### config.mk
export PLATFORM = sky130hd
export DESIGN_NAME = isc_config_regs
export DESIGN_NICKNAME = d
export VERILOG_FILES = /design/src/hdl/isc_pkg.sv /design/src/hdl/isc_config_regs.sv /design/src/hdl/isc_regmem.sv
export SDC_FILE = /design/constraint.sdc
export NUM_CORES = 1
export LEC_CHECK = 0
export BUFFER_PORTS_ARGS = -buffer_cell sky130_fd_sc_hd__buf_2
export CAP_MARGIN = 10
export CORE_ASPECT_RATIO = 1.4
export CORE_MARGIN = 5
export CORE_UTILIZATION = 58
export CTS_CLUSTER_SIZE = 25
export DETAILED_ROUTE_END_ITERATION = 10
export GPL_ROUTABILITY_DRIVEN = 0
export PLACE_DENSITY = 0.91
export SLEW_MARGIN = 40
export SYNTH_ARGS = -nofsm -noshare
export SYNTH_HDL_FRONTEND = slang
export SYNTH_SLANG_ARGS = --single-unit
### constraint.sdc
create_clock -name CLK -period 2.2 [get_ports CLK]
set_clock_uncertainty 0.1 [all_clocks]
set_input_delay 0.44 -clock CLK [delete_from_list [all_inputs] [get_ports CLK]]
set_output_delay 0.44 -clock CLK [all_outputs]
set_load 0.05 [all_outputs]
### src/hdl/isc_pkg.sv
package isc_pkg;
    localparam int ADDR_W = 8;
    localparam int DATA_W = 8;
    localparam int NUM_REGS = 10;
    // Register offsets
    localparam logic [7:0] OFF_RP_MAX   = 8'h01;
    localparam logic [7:0] OFF_RP_MIN   = 8'h02;
    localparam logic [7:0] OFF_WDOG     = 8'h03;
    localparam logic [7:0] OFF_DRIVE    = 8'h04;
    localparam logic [7:0] OFF_CLKSRC   = 8'h05;
    localparam logic [7:0] OFF_UTH_LO   = 8'h06;
    localparam logic [7:0] OFF_UTH_HI   = 8'h07;
    localparam logic [7:0] OFF_LTH_LO   = 8'h08;
    localparam logic [7:0] OFF_LTH_HI   = 8'h09;
    localparam logic [7:0] OFF_LAST_CFG = 8'h05;
    // Reset values
    localparam logic [7:0] RST_RP_MAX = 8'h0E;
    localparam logic [7:0] RST_RP_MIN = 8'h14;
    localparam logic [7:0] RST_WDOG   = 8'h45;
    localparam logic [7:0] RST_DRIVE  = 8'h1B;
    localparam logic [7:0] RST_CLKSRC = 8'h01;
    localparam logic [7:0] RST_UTH    = 8'hFF;
    localparam logic [7:0] RST_LTH    = 8'h00;
    // Field layout
    localparam logic [7:0] DRIVE_MASK   = 8'h1F;
    localparam logic [7:0] CLKSRC_MASK  = 8'h03;
    localparam int AMP_LSB = 3;
    localparam logic [1:0] AMP_RESERVED = 2'h3;
    localparam logic [2:0] WIN_MIN_CODE = 3'h2;
    localparam logic [7:0] RP_MIN_LO    = 8'h20;
    localparam logic [7:0] RP_MIN_HI    = 8'h3F;
    localparam int CLK_SEL_BIT = 1;
    localparam int XTAL_OFF_BIT = 0;
    localparam logic [7:0] ZERO_BYTE = 8'h00;
endpackage

### src/hdl/isc_config_regs.sv
`timescale 1ns/100ps
`default_nettype none
// How it works
// RULE1: Minimum resistance codes run 0x20 to 0x3F, rising code means smaller limit.
// RULE2: Host derives watchdog code from lowest expected sensor frequency.
// RULE3: Timeout flagged when sensor runs slower than the watchdog code implies.
// RULE4: Watchdog period register resets to 0x45, read/write at 0x03.
// RULE5: Drive bits 4:3 pick amplitude 1V/2V/4V; code 11 reserved.
// RULE6: Drive config resets 0x1B; window codes 010..111; bits 7:5 zero.
// RULE7: Clock config bit 1 selects external clock or crystal reference.
// RULE8: Clock config bit 0 resets one and turns crystal drive off.
// RULE9: Upper threshold bytes at 0x06/0x07, both reset 0xFF.
// RULE10: Lower threshold bytes at 0x08/0x09, both reset 0x00.
// RULE11: Offsets 0x01..0x05 ignore writes while in active mode.
// RULE12: Host must write minimum resistance since its default is invalid.
// RULE13: Comparator bit one below lower threshold, zero above upper.
// RULE14: Timeout status follows the watchdog timeout detection.
// RULE15: Comparator holds its state between thresholds (hysteresis).
module isc_config_regs
    import isc_pkg::*;
(
    input  wire logic                       CLK,
    input  wire logic                       RESET_N,
    input  wire logic                       WR_EN,
    input  wire logic                       RD_EN,
    input  wire logic [isc_pkg::ADDR_W-1:0] ADDR,
    input  wire logic [isc_pkg::DATA_W-1:0] WDATA,
    input  wire logic                       ACTIVE_STATE_BIT,
    input  wire logic [15:0]                PROX_DATA,
    input  wire logic                       PROX_VALID,
    input  wire logic                       OSC_SLOW,
    output var  logic [isc_pkg::DATA_W-1:0] RDATA,
    output var  logic [7:0]                 RP_MIN_CODE,
    output var  logic [7:0]                 WDOG_CODE,
    output var  logic [1:0]                 AMPLITUDE_SEL,
    output var  logic [2:0]                 CONVERSION_WINDOW_SELECT,
    output var  logic                       CLK_SRC_CRYSTAL,
    output var  logic                       CRYSTAL_DRIVE_OFF,
    output var  logic                       RP_MIN_VALID,
    output var  logic                       COMPARATOR_STATUS,
    output var  logic                       OSC_TIMEOUT
);
    import isc_pkg::*;

    // Locked config check, used for write gating
    function automatic logic is_locked_cfg(input logic [7:0] a);
        is_locked_cfg = (a >= OFF_RP_MAX) && (a <= OFF_LAST_CFG);
    endfunction

    logic       we;
    logic [7:0] wd;
    logic [7:0] mem_r [NUM_REGS];
    logic [7:0] rdata_q;
    logic       act_s1_r, act_s2_r, osc_s1_r, osc_s2_r;
    logic       cmp_r, cmp_nxt, to_r, to_nxt;
    logic [15:0] uth, lth;
    logic       rd_pend_r;
    logic [7:0] rdata_nxt;

    // Write gating and field masking
    always_comb begin
        we = WR_EN && (ADDR < ADDR_W'(NUM_REGS)) && (ADDR != ZERO_BYTE);
        if (is_locked_cfg(ADDR) && act_s2_r) begin
            we = 1'b0; // RULE11
        end
        wd = WDATA;
        if (ADDR == OFF_DRIVE) begin
            wd = WDATA & DRIVE_MASK; // RULE6
        end
        if (ADDR == OFF_CLKSRC) begin
            wd = WDATA & CLKSRC_MASK; // RULE7 RULE8
        end
    end

    isc_regmem u_mem (
        .clk     (CLK),
        .reset_n (RESET_N),
        .we      (we),
        .waddr   (ADDR),
        .wdata   (wd),
        .raddr   (ADDR),
        .rdata_r (rdata_q),
        .mem_r   (mem_r)
    );

    // Threshold pairs
    assign uth = {mem_r[OFF_UTH_HI[3:0]], mem_r[OFF_UTH_LO[3:0]]}; // RULE9
    assign lth = {mem_r[OFF_LTH_HI[3:0]], mem_r[OFF_LTH_LO[3:0]]}; // RULE10

    // Read data path; the store's read register answers one edge after the strobe,
    // so the strobe is delayed by one flop to pick up the right byte
    always_comb begin
        rdata_nxt = RDATA;
        if (rd_pend_r) begin
            rdata_nxt = rdata_q;
        end
    end

    // Comparator hysteresis and timeout status next values
    always_comb begin
        cmp_nxt = cmp_r;
        if (PROX_VALID) begin
            if (PROX_DATA < lth) begin
                cmp_nxt = 1'b1; // RULE13 RULE15
            end else if (PROX_DATA > uth) begin
                cmp_nxt = 1'b0; // RULE13 RULE15
            end
        end
        to_nxt = osc_s2_r; // RULE3 RULE14
    end

    // Status and synchronisers
    always_ff @(posedge CLK or negedge RESET_N) begin
        if (!RESET_N) begin
            act_s1_r <= 1'b0;
            act_s2_r <= 1'b0;
            osc_s1_r <= 1'b0;
            osc_s2_r <= 1'b0;
            cmp_r    <= 1'b0;
            to_r     <= 1'b0;
            rd_pend_r <= 1'b0;
        end else begin
            act_s1_r <= ACTIVE_STATE_BIT;
            act_s2_r <= act_s1_r;
            osc_s1_r <= OSC_SLOW;
            osc_s2_r <= osc_s1_r;
            cmp_r    <= cmp_nxt;
            to_r     <= to_nxt;
            rd_pend_r <= RD_EN;
        end
    end

    // Output flops
    always_ff @(posedge CLK or negedge RESET_N) begin
        if (!RESET_N) begin
            RDATA                    <= ZERO_BYTE;
            RP_MIN_CODE              <= RST_RP_MIN;
            WDOG_CODE                <= RST_WDOG; // RULE4
            AMPLITUDE_SEL            <= RST_DRIVE[AMP_LSB+1:AMP_LSB];
            CONVERSION_WINDOW_SELECT <= RST_DRIVE[2:0];
            CLK_SRC_CRYSTAL          <= RST_CLKSRC[CLK_SEL_BIT];
            CRYSTAL_DRIVE_OFF        <= RST_CLKSRC[XTAL_OFF_BIT];
            RP_MIN_VALID             <= 1'b0;
            COMPARATOR_STATUS        <= 1'b0;
            OSC_TIMEOUT              <= 1'b0;
        end else begin
            RDATA                    <= rdata_nxt;
            RP_MIN_CODE              <= mem_r[OFF_RP_MIN[3:0]];
            WDOG_CODE                <= mem_r[OFF_WDOG[3:0]]; // RULE4
            AMPLITUDE_SEL            <= mem_r[OFF_DRIVE[3:0]][AMP_LSB+1:AMP_LSB]; // RULE5
            CONVERSION_WINDOW_SELECT <= mem_r[OFF_DRIVE[3:0]][2:0]; // RULE6
            CLK_SRC_CRYSTAL          <= mem_r[OFF_CLKSRC[3:0]][CLK_SEL_BIT]; // RULE7
            CRYSTAL_DRIVE_OFF        <= mem_r[OFF_CLKSRC[3:0]][XTAL_OFF_BIT]; // RULE8
            RP_MIN_VALID             <= (mem_r[OFF_RP_MIN[3:0]] >= RP_MIN_LO) &&
                                        (mem_r[OFF_RP_MIN[3:0]] <= RP_MIN_HI); // RULE1 RULE12
            COMPARATOR_STATUS        <= cmp_r;
            OSC_TIMEOUT              <= to_r;
        end
    end

    // Checks
    locked_cfg_a: assert property (@(posedge CLK) disable iff (!RESET_N) // RULE11
        (WR_EN && act_s2_r && ADDR == OFF_WDOG) |=> $stable(mem_r[OFF_WDOG[3:0]]))
        else $error("config written while active");
    wdog_write_a: assert property (@(posedge CLK) disable iff (!RESET_N) // RULE4
        (WR_EN && !act_s2_r && ADDR == OFF_WDOG) |-> ##2 WDOG_CODE == $past(WDATA, 2))
        else $error("watchdog code not updated");
    drive_mask_a: assert property (@(posedge CLK) disable iff (!RESET_N) // RULE6
        mem_r[OFF_DRIVE[3:0]][7:5] == 3'h0)
        else $error("drive reserved bits set");
    clk_mask_a: assert property (@(posedge CLK) disable iff (!RESET_N) // RULE8
        (mem_r[OFF_CLKSRC[3:0]] & ~CLKSRC_MASK) == ZERO_BYTE)
        else $error("clock reserved bits set");
    cmp_low_a: assert property (@(posedge CLK) disable iff (!RESET_N) // RULE13
        (PROX_VALID && PROX_DATA < lth) |-> ##2 COMPARATOR_STATUS)
        else $error("comparator not set below lower");
    cmp_high_a: assert property (@(posedge CLK) disable iff (!RESET_N) // RULE13
        (PROX_VALID && PROX_DATA > uth && PROX_DATA >= lth) |-> ##2 !COMPARATOR_STATUS)
        else $error("comparator not cleared above upper");
    cmp_hold_a: assert property (@(posedge CLK) disable iff (!RESET_N) // RULE15
        (!PROX_VALID || (PROX_DATA >= lth && PROX_DATA <= uth)) |=> cmp_r == $past(cmp_r))
        else $error("comparator moved inside band");
    // Timeout must show once the slow level has crossed both sync stages, to_r and the output flop
    osc_follow_a: assert property (@(posedge CLK) disable iff (!RESET_N) // RULE14
        OSC_SLOW [*5] |-> OSC_TIMEOUT)
        else $error("timeout not reported");
    // Bus side checks: reads answer with the stored byte, writes land a cycle later
    rd_data_a: assert property (@(posedge CLK) disable iff (!RESET_N) // RULE4
        (RD_EN && !WR_EN && ADDR == OFF_WDOG) |-> ##2 RDATA == WDOG_CODE)
        else $error("read data does not match watchdog code");
    drive_write_a: assert property (@(posedge CLK) disable iff (!RESET_N) // RULE6
        (WR_EN && !act_s2_r && ADDR == OFF_DRIVE) |=>
        mem_r[OFF_DRIVE[3:0]] == ($past(WDATA) & DRIVE_MASK))
        else $error("drive config write lost");
    uth_write_a: assert property (@(posedge CLK) disable iff (!RESET_N) // RULE9
        (WR_EN && ADDR == OFF_UTH_HI) |=> mem_r[OFF_UTH_HI[3:0]] == $past(WDATA))
        else $error("upper threshold write lost");
    lth_write_a: assert property (@(posedge CLK) disable iff (!RESET_N) // RULE10
        (WR_EN && ADDR == OFF_LTH_LO) |=> mem_r[OFF_LTH_LO[3:0]] == $past(WDATA))
        else $error("lower threshold write lost");
    // Field outputs track the store one edge behind, and the timeout clears once the sensor is no longer slow
    rp_range_a: assert property (@(posedge CLK) disable iff (!RESET_N) // RULE1
        RP_MIN_VALID == ((RP_MIN_CODE >= RP_MIN_LO) && (RP_MIN_CODE <= RP_MIN_HI)))
        else $error("resistance code range flag wrong");
    amp_out_a: assert property (@(posedge CLK) disable iff (!RESET_N) // RULE5
        AMPLITUDE_SEL == $past(mem_r[OFF_DRIVE[3:0]][AMP_LSB+1:AMP_LSB]))
        else $error("amplitude output stale");
    xtal_out_a: assert property (@(posedge CLK) disable iff (!RESET_N) // RULE8
        CRYSTAL_DRIVE_OFF == $past(mem_r[OFF_CLKSRC[3:0]][XTAL_OFF_BIT]))
        else $error("crystal drive output stale");
    osc_clear_a: assert property (@(posedge CLK) disable iff (!RESET_N) // RULE14
        (!OSC_SLOW) [*5] |-> !OSC_TIMEOUT)
        else $error("timeout reported without slow sensor");

    // Main scenarios
    uth_write_c: cover property (@(posedge CLK) disable iff (!RESET_N)
        WR_EN && ADDR == OFF_UTH_HI);
    locked_c: cover property (@(posedge CLK) disable iff (!RESET_N)
        WR_EN && act_s2_r && ADDR == OFF_DRIVE);
    cmp_set_c: cover property (@(posedge CLK) disable iff (!RESET_N) $rose(COMPARATOR_STATUS));
    rd_wdog_c: cover property (@(posedge CLK) disable iff (!RESET_N)
        RD_EN && ADDR == OFF_WDOG);
    tmo_set_c: cover property (@(posedge CLK) disable iff (!RESET_N) $rose(OSC_TIMEOUT));
endmodule
`default_nettype wire

### src/hdl/isc_regmem.sv
`timescale 1ns/100ps
`default_nettype none
// Small byte register store with registered read data
module isc_regmem
    import isc_pkg::*;
(
    input  wire logic                       clk,
    input  wire logic                       reset_n,
    input  wire logic                       we,
    input  wire logic [isc_pkg::ADDR_W-1:0] waddr,
    input  wire logic [isc_pkg::DATA_W-1:0] wdata,
    input  wire logic [isc_pkg::ADDR_W-1:0] raddr,
    output var  logic [isc_pkg::DATA_W-1:0] rdata_r,
    output var  logic [isc_pkg::DATA_W-1:0] mem_r [isc_pkg::NUM_REGS]
);
    import isc_pkg::*;

    function automatic logic [7:0] rst_val(input int i);
        unique case (i)
            1: rst_val = RST_RP_MAX;
            2: rst_val = RST_RP_MIN;
            3: rst_val = RST_WDOG;
            4: rst_val = RST_DRIVE;
            5: rst_val = RST_CLKSRC;
            6, 7: rst_val = RST_UTH;
            default: rst_val = RST_LTH;
        endcase
    endfunction

    logic [7:0] mem_nxt [NUM_REGS];
    logic [7:0] rdata_nxt;

    // Next values of the store and the read port
    always_comb begin
        for (int i = 0; i < NUM_REGS; i++) begin
            mem_nxt[i] = (we && waddr == ADDR_W'(i)) ? wdata : mem_r[i];
        end
        rdata_nxt = (raddr < ADDR_W'(NUM_REGS)) ? mem_r[raddr[3:0]] : ZERO_BYTE;
    end

    // Registers
    always_ff @(posedge clk or negedge reset_n) begin
        if (!reset_n) begin
            for (int i = 0; i < NUM_REGS; i++) begin
                mem_r[i] <= rst_val(i);
            end
            rdata_r <= ZERO_BYTE;
        end else begin
            mem_r   <= mem_nxt;
            rdata_r <= rdata_nxt;
        end
    end
endmodule
`default_nettype wire

# Yosys cells after proc, flatten, opt, wreduce, memory -nomap -nowiden
# Cells that the tools add are included.
[word_totals] reg_bits=129
[op_classes] n_eq_ne=9 mux=9 bitwise=1 n_lt_le_gt_ge=8 n_reduce_logical=19
[ops] op="$mux W8" count=5
[ops] op="$bmux W8 S4" count=1
[ops] op="$eq A8 B3 Y1 const B" count=4
[ops] op="$eq A8 B2 Y1 const B" count=2
[ops] op="$eq A8 B4 Y1 const B" count=2
[ops] op="$gt A16 B16 Y1" count=1
[ops] op="$lt A16 B16 Y1" count=1
[ops] op="$logic_and A1 B1 Y1" count=15
[ops] op="$eq A8 B1 Y1 const B" count=1
[ops] op="$ge A8 B1 Y1 const B" count=1
[ops] op="$ge A8 B6 Y1 const B" count=1
[ops] op="$le A8 B3 Y1 const B" count=1
[ops] op="$le A8 B6 Y1 const B" count=1
[ops] op="$logic_not A8 Y1" count=1
[ops] op="$lt A8 B4 Y1 const B" count=1
[ops] op="$reduce_bool A8 Y1" count=1
[ops] op="$ge A5 B5 Y1 const B" count=1
[ops] op="$not A4 Y5" count=1
[ops] op="$mux W1" count=3
[ops] op="$reduce_and A2 Y1" count=1
[ops] op="$reduce_bool A2 Y1" count=1

# Logic depth before layout (Yosys ltp)
[logic_depth] depth_word=5 ltp_mapped=8 ltp_nobuf=7

# Modules after synthesis
# A second synthesis with hierarchy kept.
[unflattened] hier_cells=460 area_unflattened_um2=6170.9
[modules_own_cells] mod="isc_regmem" area_each_um2=4137.7 instances=1 cells_each=279 seq_area_each_um2=2238.4
[modules_own_cells] mod="isc_config_regs" area_each_um2=2033.2 instances=1 cells_each=181 seq_area_each_um2=1038.5

# Least setup slack after synthesis
# No wires, ideal clock.
[synth_path] path_kind="input port to flip-flop" startpoint="input port ADDR[7] (netlist name)" endpoint="register u_mem.mem_r[56] (netlist name)" required_ns=1.975 slack_ns=-0.153 path_stages=7 arrival_time_ns=2.128 setup_time_ns=0.125 path_cell_list="nor4_2 and2_1 buf_6 o311ai_4 or4_1 buf_6 mux2_4"
[synth_via] elab_chain_cells=5 elab_cells_between_ends=13 classes_between="order compare (3); eq/ne (2); mux (2); reduce/logical (6)"
[synth_rtl] item="from (decl)" line_no="isc_config_regs.sv:26" text="input wire logic [isc_pkg::ADDR_W-1:0] ADDR,"
[synth_rtl] item="$lt A8 B4 Y1, or another cell as far along" line_no="isc_config_regs.sv:62" text="we = WR_EN && (ADDR < ADDR_W'(NUM_REGS)) && (ADDR != ZERO_BYTE);"
[synth_rtl] item="$logic_and A1 B1 Y1 (on tied branches)" line_no="isc_config_regs.sv:62, isc_config_regs.sv:47"
[synth_rtl] item="$logic_and A1 B1 Y1 (on tied branches)" line_no="isc_config_regs.sv:62, isc_config_regs.sv:63"
[synth_rtl] item="$mux W1" line_no="isc_config_regs.sv:63" text="if (is_locked_cfg(ADDR) && act_s2_r) begin"
[synth_rtl] item="$logic_and A1 B1 Y1" line_no="isc_regmem.sv:36" text="mem_nxt[i] = (we && waddr == ADDR_W'(i)) ? wdata : mem_r[i];"
[synth_rtl] item="to (signal, indexed assignment)" line_no="isc_regmem.sv:45" text="mem_r[i] <= rst_val(i);"
[synth_rtl] item="to (signal assigned)" line_no="isc_regmem.sv:49" text="mem_r <= mem_nxt;"
[synth_rtl] item="to (decl)" line_no="isc_regmem.sv:14" text="output var logic [isc_pkg::DATA_W-1:0] mem_r [isc_pkg::NUM_REGS]"
# Several ways; a longest one is shown, not always the timed one.
# A chain may end at the register's enable or synchronous reset.

# Final worst setup path
[layout_path] startpoint="input port ADDR[7] (netlist name)" endpoint="register u_mem.mem_r[5] (netlist name)"
# The elaborated chain is that of the path after synthesis.

==> metrics.csv <==
stage,metric,value,unit
status,status,finished clean,
synthesis,"Cell Area, Synth",0.00603,mm2
layout,"Cell Count, Final, Fillers Out",680,
power,Leak Pwr,3.56,nW
power,PwrDens,768,mW/mm2
floorplanning,Die Ht,131,um
drt,vias per std cell,5.78,
synthesis,"FF+latch count, synth",129,
layout,total area of sequential cells,0.00328,mm2
timing,worst relative slew slack,65.5,%
worst_setup_path,CP bufs+invs,3,
power,sw frac,23.0,%
cts,clock slew at reported path FFs,0.06,ns
power,Clk pwr share,49.1,%
layout,share of layout cells above drive strength 1,52.2,%
drt,Routed Antenna Nets,0,
synthesis,Synth Instances,423,
synthesis,mean area per synthesized cell,14.2,um2
cts,H-Tree Depth,4,
layout,area of the multi-input gates,0.00253,mm2
timing,RSZ-0062 raised after global routing,no,
worst_setup_path,"Data arrival, critical path",2.28,ns
worst_setup_path,worst path cell trace,buf_2 > nor4_4 > and2_1 > o311ai_4 > buf_4 > nor4_4 > buf_4 > mux2_2,
global_routing,gr usage total,25.1,%
place,I/O Buffers,72,
synthesis,Yosys top cell area share,37.4,%
floorplanning,I/O pins,73,
floorplanning,area of the core,0.0103,mm2
timing,fmax,480,MHz
worst_setup_path,max incr delay on CP,0.36,ns
timing,count of pins over their slew limit,0,
worst_setup_path,CP Data Required Time,2.39,ns
synthesis,Synth cell types,45,
drt,DRC,0,
timing,fin crit share,94.7,%
timing,Final min period,2.08,ns
cts,CTS tree,yes,
power,combinational share of power,7.5,%
worst_setup_path,kind of critical path,input pin to flop,
worst_setup_path,Worst Path Max Fanout,8,
layout,# diodes,0,
drt,Post-Route WL,14200,um
drt,via count,3929,
cts,clk_lat worst skew,0.42,ns
cts,CTS max path bufs,2,
power,cell internal pwr,4.37,mW
worst_setup_path,crit path launch,ADDR[7],
place,detailed placement HPWL,10100,um
power,sequential power share,43.4,%
worst_setup_path,RR Startpoint,act_s2_r,
power,Peak VDD IR,517,uV
layout,Area Overhead vs Synth,22.6,%
floorplanning,DIE WIDTH,96.2,um
layout,Nets,599,
worst_setup_path,slowest CP cell,mux2_2,
floorplanning,Starting Density,58.5,%
timing,worst slew pin tran,0.517,ns
cts,Root Driver,clkbuf_16,
power,Switch Pwr,1.31,mW
cts,clock sink count,129,
floorplanning,die area,0.0126,mm2
global_routing,largest net degree at the start of global routing,54,
layout,fillers,650,
timing,endpoints failing setup,0,
cts,CTS Buf Count,17,
min_path,HP Class,input pin to flop,
global_routing,number of global-route vias before repair,4267,
drt,drt first pass iters,4,
synthesis,"area leader, netlist",dfrtp_1,
synthesis,top post-synthesis cells by area,"dfrtp_1 (37%), dfstp_2 (17%), mux2_2 (10%)",
drt,Detailed Route Iter0 Violations,224,
synthesis,Yosys warnings,0,
worst_setup_path,kind of end point of the critical path,flop,
timing,"Hold Vio Cnt, Final",0,
synthesis,register area share after synthesis,54.4,%
timing,Hold Worst Slack,0.0277,ns
worst_setup_path,CP top delay family,simple AND/OR/NAND/NOR gates,
job,Max Cap Viol,0,
min_path,Hold Startpoint,OSC_SLOW,
synthesis,Synth Flop Type,dfrtp_1,
place,placed cell area,0.00679,mm2
worst_setup_path,crit path launch type,input pin,
place,dpl cells,647,
drt,WL/cell,20.9,um
floorplanning,FP Rows,44,
synthesis,Post-synth EDFFs,0,
global_routing,first-pass GRT wire length,22700,um
synthesis,Syn Nets,493,
layout,Final Cell Area,0.00739,mm2
global_routing,GR Overflow Total,0,
synthesis,post-synthesis async set-or-reset flop share,100,%
global_routing,initial antenna violation count,0,
## synth_stat cells (5+ instances only)
master and number:
dfrtp_1 90, mux2_2 55, dfstp_2 39, inv_1 36
ha_1 31, mux2_4 16, mux2i_1 16, mux4_2 16
a21oi_1 15, and2b_1 9, clkbuf_1 9, nand2_1 9
and2_2 8, o22ai_1 8, nand4_1 5, o21ai_0 5
## worst paths after layout
kind / to / slack, ns / cells after the start
min: osc_s1_r / 0.03 / 1
min in group asynchronous: u_mem.mem_r[33] / 0.44 / 2
max in group asynchronous: RP_MIN_CODE[2] / 0.84 / 3
max: u_mem.mem_r[5] / 0.12 / 8
min reg2reg: OSC_TIMEOUT / 0.25 / 0
max reg2reg: u_mem.mem_r[5] / 0.14 / 6
## final cells by class
class	instances	area share (%)
sequential	129	44.3
inverter	37	1.88
clock buffer	18	5.81
clock inverter	14	2.24
tap	138	2.34
multi-input combinational	236	34.3
timing repair buffer	108	9.11
## sequential cells by signal, summed over array words and instances, names as in the netlist, 2 cells and up
register,cells
u_mem.mem_r,80
RDATA,8
CONVERSION_WINDOW_SELECT,3
u_mem.rdata_r,8
AMPLITUDE_SEL,2
WDOG_CODE,8
RP_MIN_CODE,8
## placed cells by master (no fill, tap or decap), types with 5 or more instances in the layout
cell        netlist  routed
mux2_4           16      28
clkbuf_16         0      17
mux2i_1          16      16
inv_1            36      36
and2_2            8       8
dfrtp_1          90      90
buf_4             2      33
dfstp_2          39      39
clkinvlp_4        0       5
o22ai_1           8       8
nand4_1           5       5
o21ai_0           5       5
buf_2             1      71
mux4_2           16      16
ha_1             31      31
nand2_1           9       9
and2b_1           9       9
mux2_2           55      43
a21oi_1          15      15
## per-layer routing
metal  global-route usage, %  routed length (um)  vias to the layer above
met5                       0                   0                        -
met4                    14.7                 556                        0
met3                    5.21                 788                       42
met2                    43.3                7610                      143
met1                    28.4                5230                     2018
li1                        -                   -                     1726
## logic make-up after synthesis
group	synth area share [%]
flip-flops	54.4
buffers and inverters	4.48
AND/OR/NAND/NOR	7.33
multiplexers	22.9
adder cells (fa/ha/maj)	6.44
AO/OA/AOI/OAI	4.48
## stage by stage
step / util (%) / setup slack [ns] / total power, mW / setup TNS (ns)
after global placement: 65.9 / -0.179 / 2.90 / -8.01
after CTS: 71.8 / 0.123 / 5.72 / 0
after floorplan: - / -0.108 / 2.73 / -3.25
final: 71.8 / 0.117 / 5.67 / 0
after detailed placement: 65.9 / -0.281 / 2.92 / -14.14
after global routing: 71.8 / 0.0426 / 5.88 / 0
## power groups by stage
| stage | sequential, mW | clock (mW) | combinational, mW |
|---|---|---|---|
| 2_1_floorplan | 2.54 | 0 | 0.190 |
| 3_3_place_gp | 2.50 | 0 | 0.399 |
| 3_5_place_dp | 2.50 | 0 | 0.421 |
| 4_1_cts | 2.46 | 2.83 | 0.428 |
| 5_1_grt | 2.46 | 2.94 | 0.467 |
| 6_report | 2.46 | 2.79 | 0.425 |
## repair_timing
item,4_1_cts,5_1_grt
hold endpoints to repair,26,0
hold buffers,1,0
gates resized for setup,0,0
setup buffers,0,0
Note: power is estimated with default switching activity, not from simulation.
